### src/mac_receive_control_pkg.sv
// Functional notes
// - Hold 14-bit maximum frame length at bits 29:16, default 1518; flag longer frames as long.
// - Watchdog truncates and aborts any frame longer than 11,264 bytes.
// - Truncation select 0 cuts at maximum plus one; status shows long flag, length.
// - Truncation select 1 (default) cuts at 11265; status shows long and watchdog flags.
// - FCS stripping set removes the last four bytes of every frame.
// - VLAN enforcement 0 flags every frame above the maximum as long.
// - VLAN enforcement 1 allows 4 extra bytes per tag, up to two tags.
// - Disabled flag sets when disable sequence completes; write one clears; resets 0.
// - Receive enable accepts frames when set, none when clear; resets 0.
// - Clearing enable mid-frame finishes that frame, then stops and flags disabled.
package mac_receive_control_pkg;

    // Register byte addresses
    localparam logic [11:0] ADDR_RX_CTRL = 12'h104;
    localparam logic [11:0] ADDR_IRQ_STATUS = 12'h120;
    localparam logic [11:0] ADDR_IRQ_CLEAR = 12'h124;
    localparam logic [11:0] ADDR_IRQ_ENABLE = 12'h128;

    // Receive control field positions
    localparam int MAXLEN_LSB = 16;
    localparam int MAXLEN_W = 14;
    localparam int BIT_TRUNC = 5;
    localparam int BIT_STRIP = 4;
    localparam int BIT_VLAN = 2;
    localparam int BIT_RXD = 1;
    localparam int BIT_EN = 0;

    // Reset values
    localparam logic [13:0] MAXLEN_RST = 14'h05EE;
    localparam logic TRUNC_RST = 1'h1;
    localparam logic STRIP_RST = 1'h0;
    localparam logic VLAN_RST = 1'h0;
    localparam logic RXD_RST = 1'h0;
    localparam logic EN_RST = 1'h0;
    localparam logic [3:0] IRQ_EN_RST = 4'h0;

    // Length limits
    localparam logic [14:0] WDOG_CUT = 15'h2C01;
    localparam int HOLD_DEPTH = 5;
    localparam logic [2:0] HOLD_FULL = 3'h5;

    // VLAN tag detection
    localparam logic [15:0] TPID_CTAG = 16'h8100;
    localparam logic [15:0] TPID_STAG = 16'h88A8;
    localparam logic [13:0] TAG1_HI_IDX = 14'h000C;
    localparam logic [13:0] TAG2_HI_IDX = 14'h0010;

    // Status word layout
    localparam int ST_LEN_LSB = 0;
    localparam int ST_LONG = 16;
    localparam int ST_WDOG = 17;
    localparam int ST_FCS = 18;
    localparam int ST_VLAN1 = 19;
    localparam int ST_VLAN2 = 20;

    // Interrupt status bits
    localparam int IRQ_W = 4;
    localparam int IRQ_FRAME = 0;
    localparam int IRQ_LONG = 1;
    localparam int IRQ_WDOG = 2;
    localparam int IRQ_RXD = 3;

    typedef enum logic [3:0] {
        ST_IDLE = 4'h1,
        ST_RECV = 4'h2,
        ST_FLUSH = 4'h4,
        ST_DROP = 4'h8
    } rx_state_t;

endpackage

### src/byte_hold_line.sv
`timescale 1ns/1ps
module byte_hold_line
    import mac_receive_control_pkg::*;
#(
    parameter int DEPTH = HOLD_DEPTH
) (
    input wire logic clk_sys,
    input wire logic reset,
    input wire logic push,
    input wire logic pop,
    input wire logic clear,
    input wire logic [7:0] dataIn,
    output logic [7:0] dataOut,
    output logic [2:0] count
);
    typedef struct packed {
        logic [DEPTH-1:0][7:0] mem;
        logic [2:0] cnt;
    } hold_t;

    hold_t r_q;
    hold_t r_d;

    // Oldest byte held; newest sits at index zero
    assign dataOut = (r_q.cnt != 3'h0) ? r_q.mem[r_q.cnt - 3'h1] : 8'h00;
    assign count = r_q.cnt;

    // Shift in on push, drop oldest on pop, empty on clear
    always_comb begin
        r_d = r_q;
        if (clear) begin
            r_d.cnt = 3'h0;
        end else if (push) begin
            r_d.mem = {r_q.mem[DEPTH-2:0], dataIn};
            if (r_q.cnt != 3'(DEPTH)) begin
                r_d.cnt = r_q.cnt + 3'h1;
            end
        end else if (pop && r_q.cnt != 3'h0) begin
            r_d.cnt = r_q.cnt - 3'h1;
        end
    end

    // State register
    always_ff @(posedge clk_sys) begin
        if (reset) begin
            r_q <= '0;
        end else begin
            r_q <= r_d;
        end
    end
endmodule

### src/vlan_tag_detect.sv
`timescale 1ns/1ps
module vlan_tag_detect
    import mac_receive_control_pkg::*;
(
    input wire logic clk_sys,
    input wire logic reset,
    input wire logic start,
    input wire logic byteValid,
    input wire logic [13:0] byteIdx,
    input wire logic [7:0] byteData,
    output logic [1:0] tagCount
);
    typedef struct packed {
        logic [7:0] hi;
        logic [1:0] tags;
    } tag_t;

    tag_t r_q;
    tag_t r_d;
    logic [15:0] tpid;

    assign tagCount = r_q.tags;
    assign tpid = {r_q.hi, byteData};

    // Count stacked tags at the two tag positions
    always_comb begin
        r_d = r_q;
        if (start) begin
            r_d.tags = 2'h0;
        end
        if (byteValid) begin
            if (byteIdx == TAG1_HI_IDX || byteIdx == TAG2_HI_IDX) begin
                r_d.hi = byteData;
            end
            if (byteIdx == TAG1_HI_IDX + 14'h0001 && (tpid == TPID_CTAG || tpid == TPID_STAG)) begin
                r_d.tags = 2'h1;
            end
            if (byteIdx == TAG2_HI_IDX + 14'h0001 && r_q.tags == 2'h1
                    && (tpid == TPID_CTAG || tpid == TPID_STAG)) begin
                r_d.tags = 2'h2;
            end
        end
    end

    // State register
    always_ff @(posedge clk_sys) begin
        if (reset) begin
            r_q <= '0;
        end else begin
            r_q <= r_d;
        end
    end
endmodule

### src/mac_receive_control.sv
`timescale 1ns/1ps
module mac_receive_control
    import mac_receive_control_pkg::*;
(
    input wire logic clk_sys,
    input wire logic reset,
    input wire logic [11:0] regAddr,
    input wire logic [31:0] regWrData,
    input wire logic regWr,
    input wire logic regRd,
    output logic [31:0] regRdData,
    input wire logic rxDv,
    input wire logic [7:0] rxData,
    input wire logic rxFcsBad,
    output logic outValid,
    output logic [7:0] outData,
    output logic outLast,
    output logic statusValid,
    output logic [31:0] statusWord,
    output logic irq
);
    typedef struct packed {
        rx_state_t st;
        logic [13:0] maxLen;
        logic trunc;
        logic strip;
        logic vlanEn;
        logic rxDisabled;
        logic rx_enable_bit;
        logic pendDis;
        logic dvPrev;
        logic [13:0] byteCnt;
        logic longF;
        logic wdogF;
        logic fcsF;
        logic dropRest;
        logic [IRQ_W-1:0] irqStat;
        logic [IRQ_W-1:0] irqEn;
        logic [31:0] rdData;
        logic oValid;
        logic [7:0] oData;
        logic oLast;
        logic sValid;
        logic [31:0] sWord;
        logic irqOut;
    } ctrl_t;

    ctrl_t r_q;
    ctrl_t r_d;

    logic push;
    logic pop;
    logic clr;
    logic vStart;
    logic [7:0] holdOut;
    logic [2:0] holdCnt;
    logic [1:0] tags;
    logic [13:0] vIdx;
    logic [14:0] newCnt;
    logic [14:0] effLimit;
    logic finish;
    logic [IRQ_W-1:0] ev;

    // Outputs straight from the state register
    assign regRdData = r_q.rdData;
    assign outValid = r_q.oValid;
    assign outData = r_q.oData;
    assign outLast = r_q.oLast;
    assign statusValid = r_q.sValid;
    assign statusWord = r_q.sWord;
    assign irq = r_q.irqOut;

    // Holds the last bytes so the FCS can be dropped at frame end
    byte_hold_line #(
        .DEPTH(HOLD_DEPTH)
    ) u_hold (
        .clk_sys(clk_sys),
        .reset(reset),
        .push(push),
        .pop(pop),
        .clear(clr),
        .dataIn(rxData),
        .dataOut(holdOut),
        .count(holdCnt)
    );

    // Counts VLAN tags of the frame in progress
    vlan_tag_detect u_vlan (
        .clk_sys(clk_sys),
        .reset(reset),
        .start(vStart),
        .byteValid(push),
        .byteIdx(vIdx),
        .byteData(rxData),
        .tagCount(tags)
    );

    // First byte of a frame has index zero, not the stale count
    assign vIdx = vStart ? 14'h0000 : r_q.byteCnt;

    // Byte count after this byte and the size limit for this frame
    assign newCnt = {1'b0, r_q.byteCnt} + 15'h0001;
    assign effLimit = {1'b0, r_q.maxLen}
        + (r_q.vlanEn ? {11'h000, tags, 2'b00} : 15'h0000);

    // Register access, receive sequencing and interrupts
    always_comb begin
        r_d = r_q;
        r_d.oValid = 1'b0;
        r_d.oLast = 1'b0;
        r_d.sValid = 1'b0;
        r_d.dvPrev = rxDv;
        r_d.rdData = 32'h0000_0000;
        push = 1'b0;
        pop = 1'b0;
        clr = 1'b0;
        vStart = 1'b0;
        finish = 1'b0;
        ev = '0;

        // Register writes; hardware sets below take priority over clears
        if (regWr) begin
            unique case (regAddr)
                ADDR_RX_CTRL: begin
                    r_d.maxLen = regWrData[MAXLEN_LSB +: MAXLEN_W];
                    r_d.trunc = regWrData[BIT_TRUNC];
                    r_d.strip = regWrData[BIT_STRIP];
                    r_d.vlanEn = regWrData[BIT_VLAN];
                    r_d.rx_enable_bit = regWrData[BIT_EN];
                    if (regWrData[BIT_RXD]) begin
                        r_d.rxDisabled = 1'b0;
                    end
                    if (r_q.rx_enable_bit && !regWrData[BIT_EN]) begin
                        r_d.pendDis = 1'b1;
                    end
                    if (regWrData[BIT_EN]) begin
                        r_d.pendDis = 1'b0;
                    end
                end
                ADDR_IRQ_CLEAR: begin
                    r_d.irqStat = r_q.irqStat & ~regWrData[IRQ_W-1:0];
                end
                ADDR_IRQ_ENABLE: begin
                    r_d.irqEn = regWrData[IRQ_W-1:0];
                end
                default: begin
                end
            endcase
        end

        // Receive sequence
        unique case (r_q.st)
            ST_IDLE: begin
                if (r_q.rx_enable_bit && rxDv && !r_q.dvPrev) begin
                    vStart = 1'b1;
                    push = 1'b1;
                    r_d.byteCnt = 14'h0001;
                    r_d.longF = 1'b0;
                    r_d.wdogF = 1'b0;
                    r_d.fcsF = 1'b0;
                    r_d.dropRest = 1'b0;
                    r_d.st = ST_RECV;
                end else if (r_q.pendDis) begin
                    r_d.pendDis = 1'b0;
                    r_d.rxDisabled = 1'b1;
                    ev[IRQ_RXD] = 1'b1;
                end
            end
            ST_RECV: begin
                if (!rxDv) begin
                    r_d.fcsF = r_q.fcsF | rxFcsBad;
                    r_d.st = ST_FLUSH;
                end else begin
                    push = 1'b1;
                    r_d.byteCnt = newCnt[13:0];
                    if (newCnt > effLimit) begin
                        r_d.longF = 1'b1;
                    end
                    if (newCnt == WDOG_CUT) begin
                        r_d.longF = 1'b1;
                        r_d.wdogF = 1'b1;
                        r_d.fcsF = 1'b1;
                        r_d.dropRest = 1'b1;
                        r_d.st = ST_FLUSH;
                    end else if (!r_q.trunc && newCnt > effLimit) begin
                        r_d.fcsF = 1'b1;
                        r_d.dropRest = 1'b1;
                        r_d.st = ST_FLUSH;
                    end
                    if (holdCnt == HOLD_FULL) begin
                        r_d.oValid = 1'b1;
                        r_d.oData = holdOut;
                    end
                end
            end
            ST_FLUSH: begin
                if (r_q.strip) begin
                    // Four held bytes are the FCS and are discarded
                    clr = 1'b1;
                    finish = 1'b1;
                    if (holdCnt == HOLD_FULL) begin
                        r_d.oValid = 1'b1;
                        r_d.oData = holdOut;
                        r_d.oLast = 1'b1;
                    end
                end else begin
                    pop = 1'b1;
                    finish = (holdCnt <= 3'h1);
                    if (holdCnt != 3'h0) begin
                        r_d.oValid = 1'b1;
                        r_d.oData = holdOut;
                        r_d.oLast = (holdCnt == 3'h1);
                    end
                end
                if (finish) begin
                    r_d.sValid = 1'b1;
                    r_d.sWord = 32'h0000_0000;
                    r_d.sWord[ST_LEN_LSB +: MAXLEN_W] = r_q.byteCnt;
                    r_d.sWord[ST_LONG] = r_q.longF;
                    r_d.sWord[ST_WDOG] = r_q.wdogF;
                    r_d.sWord[ST_FCS] = r_q.fcsF;
                    r_d.sWord[ST_VLAN1] = (tags != 2'h0);
                    r_d.sWord[ST_VLAN2] = (tags == 2'h2);
                    ev[IRQ_FRAME] = 1'b1;
                    ev[IRQ_LONG] = r_q.longF;
                    ev[IRQ_WDOG] = r_q.wdogF;
                    r_d.st = r_q.dropRest ? ST_DROP : ST_IDLE;
                end
            end
            ST_DROP: begin
                // Rest of a truncated frame is discarded
                if (!rxDv) begin
                    r_d.st = ST_IDLE;
                end
            end
            default: begin
                r_d.st = ST_IDLE;
            end
        endcase

        // Sticky events and interrupt output
        r_d.irqStat = r_d.irqStat | ev;
        r_d.irqOut = |(r_d.irqStat & r_d.irqEn);

        // Read data valid in the cycle after the strobe
        if (regRd) begin
            unique case (regAddr)
                ADDR_RX_CTRL: begin
                    r_d.rdData[MAXLEN_LSB +: MAXLEN_W] = r_q.maxLen;
                    r_d.rdData[BIT_TRUNC] = r_q.trunc;
                    r_d.rdData[BIT_STRIP] = r_q.strip;
                    r_d.rdData[BIT_VLAN] = r_q.vlanEn;
                    r_d.rdData[BIT_RXD] = r_q.rxDisabled;
                    r_d.rdData[BIT_EN] = r_q.rx_enable_bit;
                end
                ADDR_IRQ_STATUS: begin
                    r_d.rdData[IRQ_W-1:0] = r_q.irqStat;
                end
                ADDR_IRQ_ENABLE: begin
                    r_d.rdData[IRQ_W-1:0] = r_q.irqEn;
                end
                default: begin
                end
            endcase
        end
    end

    // State register
    always_ff @(posedge clk_sys) begin
        if (reset) begin
            r_q <= '0;
            r_q.st <= ST_IDLE;
            r_q.maxLen <= MAXLEN_RST;
            r_q.trunc <= TRUNC_RST;
            r_q.strip <= STRIP_RST;
            r_q.vlanEn <= VLAN_RST;
            r_q.rxDisabled <= RXD_RST;
            r_q.rx_enable_bit <= EN_RST;
            r_q.irqEn <= IRQ_EN_RST;
        end else begin
            r_q <= r_d;
        end
    end
endmodule

### config.mk
export PLATFORM = sky130hd
export DESIGN_NAME = mac_receive_control
export DESIGN_NICKNAME = d
export VERILOG_FILES = /design/src/mac_receive_control_pkg.sv /design/src/byte_hold_line.sv /design/src/vlan_tag_detect.sv /design/src/mac_receive_control.sv
export SDC_FILE = /design/constraint.sdc
export NUM_CORES = 1
export LEC_CHECK = 0
export CORE_UTILIZATION = 60
export DETAILED_ROUTE_END_ITERATION = 6
export DONT_BUFFER_PORTS = 1
export PLACE_DENSITY = 0.76
export SYNTH_ARGS = -nofsm -noshare
export SYNTH_HDL_FRONTEND = slang
export SYNTH_SLANG_ARGS = --single-unit
export TNS_END_PERCENT = 100
### constraint.sdc
create_clock -name clk_sys -period 5.48 [get_ports clk_sys]
set_input_delay 0.274 -clock clk_sys [delete_from_list [all_inputs] [get_ports clk_sys]]
set_output_delay 0.274 -clock clk_sys [all_outputs]
set_load 0.01 [all_outputs]
After elaboration in Yosys (flattened, before gate mapping)
Cells that the tools add are included.
{ "op_classes": {"addsub": 4, "order_cmp": 3, "n_eq_ne": 32, "muxes": 67, "bitwise": 9, "n_reduce_logical": 35} }
{ "op_table": {"columns": ["op", "n"], "rows": [
  ["equality test 12 x 9 -> 1 bit, second input constant", 4],
  ["2-to-1 mux 4 bit", 10],
  ["one-hot mux 18 bit (2 select lines)", 1],
  ["2-to-1 mux 33 bit", 1],
  ["equality test 16 bit, second input constant", 2],
  ["2-to-1 mux 10 bit", 3],
  ["equality test 14 x 4 -> 1 bit, second input constant", 2],
  ["equality test 14 x 5 -> 1 bit, second input constant", 2],
  ["binary-select mux 8 bit (select 3 bit)", 1],
  ["2-to-1 mux 1 bit", 24],
  ["2-to-1 mux 8 bit", 3],
  ["2-to-1 mux 3 bit", 7],
  ["2-to-1 mux 18 bit", 1],
  ["2-to-1 mux 9 bit", 2],
  ["one-hot mux 9 bit (2 select lines)", 1],
  ["2-to-1 mux 16 bit", 1],
  ["one-hot mux 4 bit (4 select lines)", 1],
  ["AND reduction 4 bit", 4],
  ["adder 14 x 1 -> 15 bit, second input constant", 1],
  ["adder 14 x 4 -> 15 bit", 1],
  ["equality test 15 x 14 -> 1 bit, second input constant", 1],
  ["greater-than comparator 15 bit", 1],
  ["!= test 3 bit, second input constant", 5],
  ["2-to-1 mux 14 bit", 1],
  ["34 further kinds", 70]
]} }
{ "word_totals": {"reg_bits": 167, "inputBits": 58, "output_inout_bits": 76} }

Depth between registers and ports, before layout
{ "depth": {"depth_word": 10, "depth_mapped": 14, "ltp_nobuf": 14} }

By module
From an unflattened synthesis, not the netlist that was laid out.
{ "unflattened": {"cells_unflattened": 967, "area_unflattened_um2": 7880.1} }
{ "by_module_without_submodules": {"columns": ["mod", "n_inst", "cells_each", "area_each_um2", "seq_area_each_um2"], "rows": [
  ["mac_receive_control", 1, 667, 5395.2, 2042.0],
  ["byte_hold_line", 1, 237, 1936.9, 860.8],
  ["vlan_tag_detect", 1, 63, 548.0, 200.2]
]} }

Worst setup path before layout
OpenSTA, ideal clock, no wires.
{ "synth_timing": {"path_kind": "reg-to-reg", "start": "register u_vlan.r_q, in the netlist u_vlan.tagCount[0]", "end": "register r_q[124] (netlist bit)", "setup_time_ns": 0.117, "arrival_time_ns": 2.609, "required_ns": 5.363, "slack_ns": 2.754, "stages_incl_launch_ff": 15, "path_buffers": 0, "cell_sequence": "dfxtp_1 and2_1 ha_1 inv_1 fa_1 nor2_1 nand4_1 xor2_1 ha_1 nand4_1 nor2_1 o31ai_1 a21oi_1 nand2b_1 a32o_1"} }
{ "synth_via": {"elab_chain_len": 6} }
{ "synth_lines": {"columns": ["element", "line_no", "source"], "rows": [
  ["start: declaration", "vlan_tag_detect.sv:18", "tag_t r_q;"],
  ["start signal: assignment", "vlan_tag_detect.sv:50", "r_q <= r_d;"],
  ["2-to-1 mux 4 bit", "mac_receive_control.sv:104", "+ (r_q.vlanEn ? {11'h000, tags, 2'b00} : 15'h0000);"],
  ["adder 14 x 4 -> 15 bit", "mac_receive_control.sv:104", null],
  ["greater-than comparator 15 bit", "mac_receive_control.sv:185", "end else if (!r_q.trunc && newCnt > effLimit) begin"],
  ["logical AND 1 bit", "mac_receive_control.sv:185", null],
  ["!= test 4 bit (no source line)", null, null],
  ["AND reduction 4 bit (no source line)", null, null],
  ["end signal: assignment", "mac_receive_control.sv:281", "r_q <= r_d;"],
  ["end: declaration", "mac_receive_control.sv:48", "ctrl_t r_q;"]
]} }
No other way between the ends.
A chain may end at the register's enable or synchronous reset.

Worst setup path after layout
Ends and elaborated chain as after synthesis.

==> results.py <==
metrics = {
    "status": {
        "status": "finished, final reports clean",
    },
    "route": {
        "wl_per_cell_um": 16.6,
        "via_count": 5986,
        "ant_nets": 0,
        "drt-pass1-iter-count": 5,
        "drc": 0,
        "vias_per_cell": 5.74,
        "drtIter0Drc": 503,
        "drt_wl_total_um": 17300,
    },
    "global_routing": {
        "grt_pass1_vias": 5644,
        "grt_pass1_wl_um": 28100,
        "grt_max_degree": 125,
        "antenna_found_initial": 0,
        "grt_overflow_total": 0,
        "grt_usage_pct": 27.1,
    },
    "logic_synthesis": {
        "ys_seq_area_share_pct": 39.9,
        "syn_area_per_cell_sq_um": 8.55,
        "synth_cells": 910,
        "synth.distinct_cells": 73,
        "ys_warn_count": 0,
        "synthesis.area_sq_mm": 0.00778,
        "synth_edf_count": 0,
        "async_flop_share_pct": 0,
        "ys_ff_latch": 155,
        "synthFlopType": "dfxtp_1",
    },
    "clock_tree": {
        "hold_buffers": 28,
        "clk_path_buf_depth": 2,
        "htreeDepth": 4,
        "cts_buffers": 17,
        "cts_tree": "done",
        "cts-resized-gates": 0,
        "postCtsSetupRepairBufs": 0,
        "clk_latency_ps": 420,
        "cts_root_buffer": "clkbuf_16",
        "clk_pin_slew_ps": 60,
        "cts.sinks": 155,
    },
    "timing": {
        "drv_slew": 0,
        "hold_viol": 0,
        "fmax_mhz": 299,
        "setup_viol_count_final": 0,
        "setup_tns_ps": 0,
        "tightestPinTransition_ps": 1120,
        "rsz0062_at_grt": "false",
        "slew_headroom_pct": 25.3,
        "skew_ps": 4.94,
        "holdWs_ps": 7.94,
        "timing.final.crit_share_pct": 61.1,
        "finalCriticalPeriod_ps": 3350,
    },
    "power_and_ir_drop": {
        "p_int_uw": 1970,
        "p_leak_uw": 0.00300,
        "switching_share_pct": 19.8,
        "ir_drop_mv": 0.205,
        "power.switching_uw": 484,
        "pwr-share-comb_pct": 1.9,
        "seq_power_share_pct": 46.0,
        "clock_power_share_pct": 52.1,
        "power_density_mw_per_mm2": 296,
    },
    "cells_and_area": {
        "final_common_cell": "dfxtp_1",
        "num-fill-cells": 1047,
        "num_antenna_cells": 0,
        "syn_to_final_growth_pct": 6.34,
        "final_cell_mix": "155 x dfxtp_1, 152 x nand2_1, 81 x nor2_1, 80 x a21oi_1, 27 x dlygate4sd3_1",
        "layout.nets": 940,
        "drive_gt1_share_pct": 7.35,
        "multi_input_area_sq_mm": 0.00392,
        "seq_area_sq_mm": 0.00310,
    },
    "place": {
        "dpl.hpwl_um": 11600,
        "io_buffers": 0,
        "place.gp.congestion": 0.888,
    },
    "worst_setup_path": {
        "worstSetupStartpointType": "flip-flop",
        "critPathKind": "reg -> reg",
        "end_kind": "flip-flop",
        "cp_data_arrival_time_ps": 3660,
        "worstPathRequired_ps": 5790,
        "crit_fanout": 5,
    },
    "min_path": {
        "hp-class": "in -> reg",
    },
    "floorplan": {
        "core_sq_mm": 0.0126,
        "io_pins": 134,
        "dieWidth_um": 116,
        "die_y_um": 116,
        "die-area_sq_mm": 0.0134,
        "start_util_pct": 61.6,
        "row_count": 41,
    },
    "run": {
        "maxCapViolations": 0,
    },
}
-- metal layers --
metal	vias up	part of all wire (%)	track usage (%)	wire (um)
met3	37	7.8	7.58	1340
met2	234	46	42.5	7970
met5	-	0	0	0
met1	2797	44	35.3	7580
met4	0	2.5	11.2	434
li1	2918	-	-	-
-- worst paths after layout --
kind | start | endpoint | slack [ps] | cells after the start
worst max register to register | u_vlan.tagCount[0] | r_q[124] | 2130 | 14
worst max-delay path | u_vlan.tagCount[0] | r_q[124] | 2130 | 14
worst min-delay path | rxData[5] | u_vlan.r_q[7] | 8 | 2
worst min register to register | u_hold.r_q[40] | u_hold.r_q[40] | 450 | 2
-- cells in the mapped netlist (11+ instances only) --
library cell  instances  area [sq um]
a21oi_1              80           400
and2_1               18           113
buf_2                16          80.1
buf_4                76           571
clkbuf_1             31           116
dfxtp_1             155          3100
ha_1                 23           288
inv_1                19          71.3
mux2i_1              25           250
nand2_1             152           571
nand3_1              24           120
nor2_1               81           304
nor3_1               12          60.1
o21ai_0              22           110
xnor2_1              11          96.3
xor2_1               16           140
-- flip-flops by register name (all words and copies together) (netlist names), 2 cells and up --
signal and cells:
outData 8, r_q 51, regRdData 20, statusWord 19
u_hold.count 3, u_hold.r_q 40, u_vlan.r_q 8, u_vlan.tagCount 2
-- worst max-delay path, stage by stage (launching register included) --
cell and delay [ps]:
dfxtp_1 420, and2_1 160, ha_1 160, inv_1 70, fa_1 440, nor2_1 260
nand2_1 130, xor2_1 160, ha_1 330, nand2_1 60, o21ai_0 190, a221oi_1 110
a21oi_1 290, nand2b_1 180, a32o_1 280
-- per-stage QoR --
| stage | cell area, sq um | cells | util, % | power (uW) | worst slack [ps] |
|---|---|---|---|---|---|
| 2_1_floorplan | 7870 | 934 | - | 1190 | 2750 |
| 3_3_place_gp | 7330 | 983 | 58.1 | 1170 | 2280 |
| 3_5_place_dp | 7330 | 983 | 58.1 | 1170 | 2190 |
| 4_1_cts | 8270 | 1043 | 65.5 | 2460 | 2160 |
| 5_1_grt | 8270 | 1043 | 65.5 | 2520 | 1860 |
| 6_report | 8270 | 1043 | 65.5 | 2450 | 2130 |
-- power groups by stage --
| stage | registers (uW) | logic (uW) | clock network (uW) |
|---|---|---|---|
| after floorplan | 1150 | 40.2 | 0 |
| after global placement | 1150 | 14.7 | 0 |
| after detailed placement | 1150 | 15.1 | 0 |
| after CTS | 1130 | 46.8 | 1290 |
| after global routing | 1130 | 52.4 | 1340 |
| final | 1130 | 47.5 | 1280 |
-- layout make-up --
cell class / count / share of cell area, %
clock buffer: 22 / 5.49
clock inverter: 10 / 2.30
inverter: 19 / 0.862
multi-input combinational: 634 / 47.4
sequential: 155 / 37.5
tap: 172 / 2.60
timing repair buffer: 31 / 3.87
-- kinds of logic (layout without fill, tap and decap cells) --
family          Yosys count  after routing  synth area share [%]
simple gates            362            362                  22.8
compound gates          162            162                  13.5
flops                   155            155                  39.9
buf+inv                 145             82                  11.0
mux                      33             33                  5.53
xor+xnor                 28             28                  3.25
fa+ha+maj                24             24                  3.96
other cells               1             25                0.0482
(Power assumes the default switching activity.)
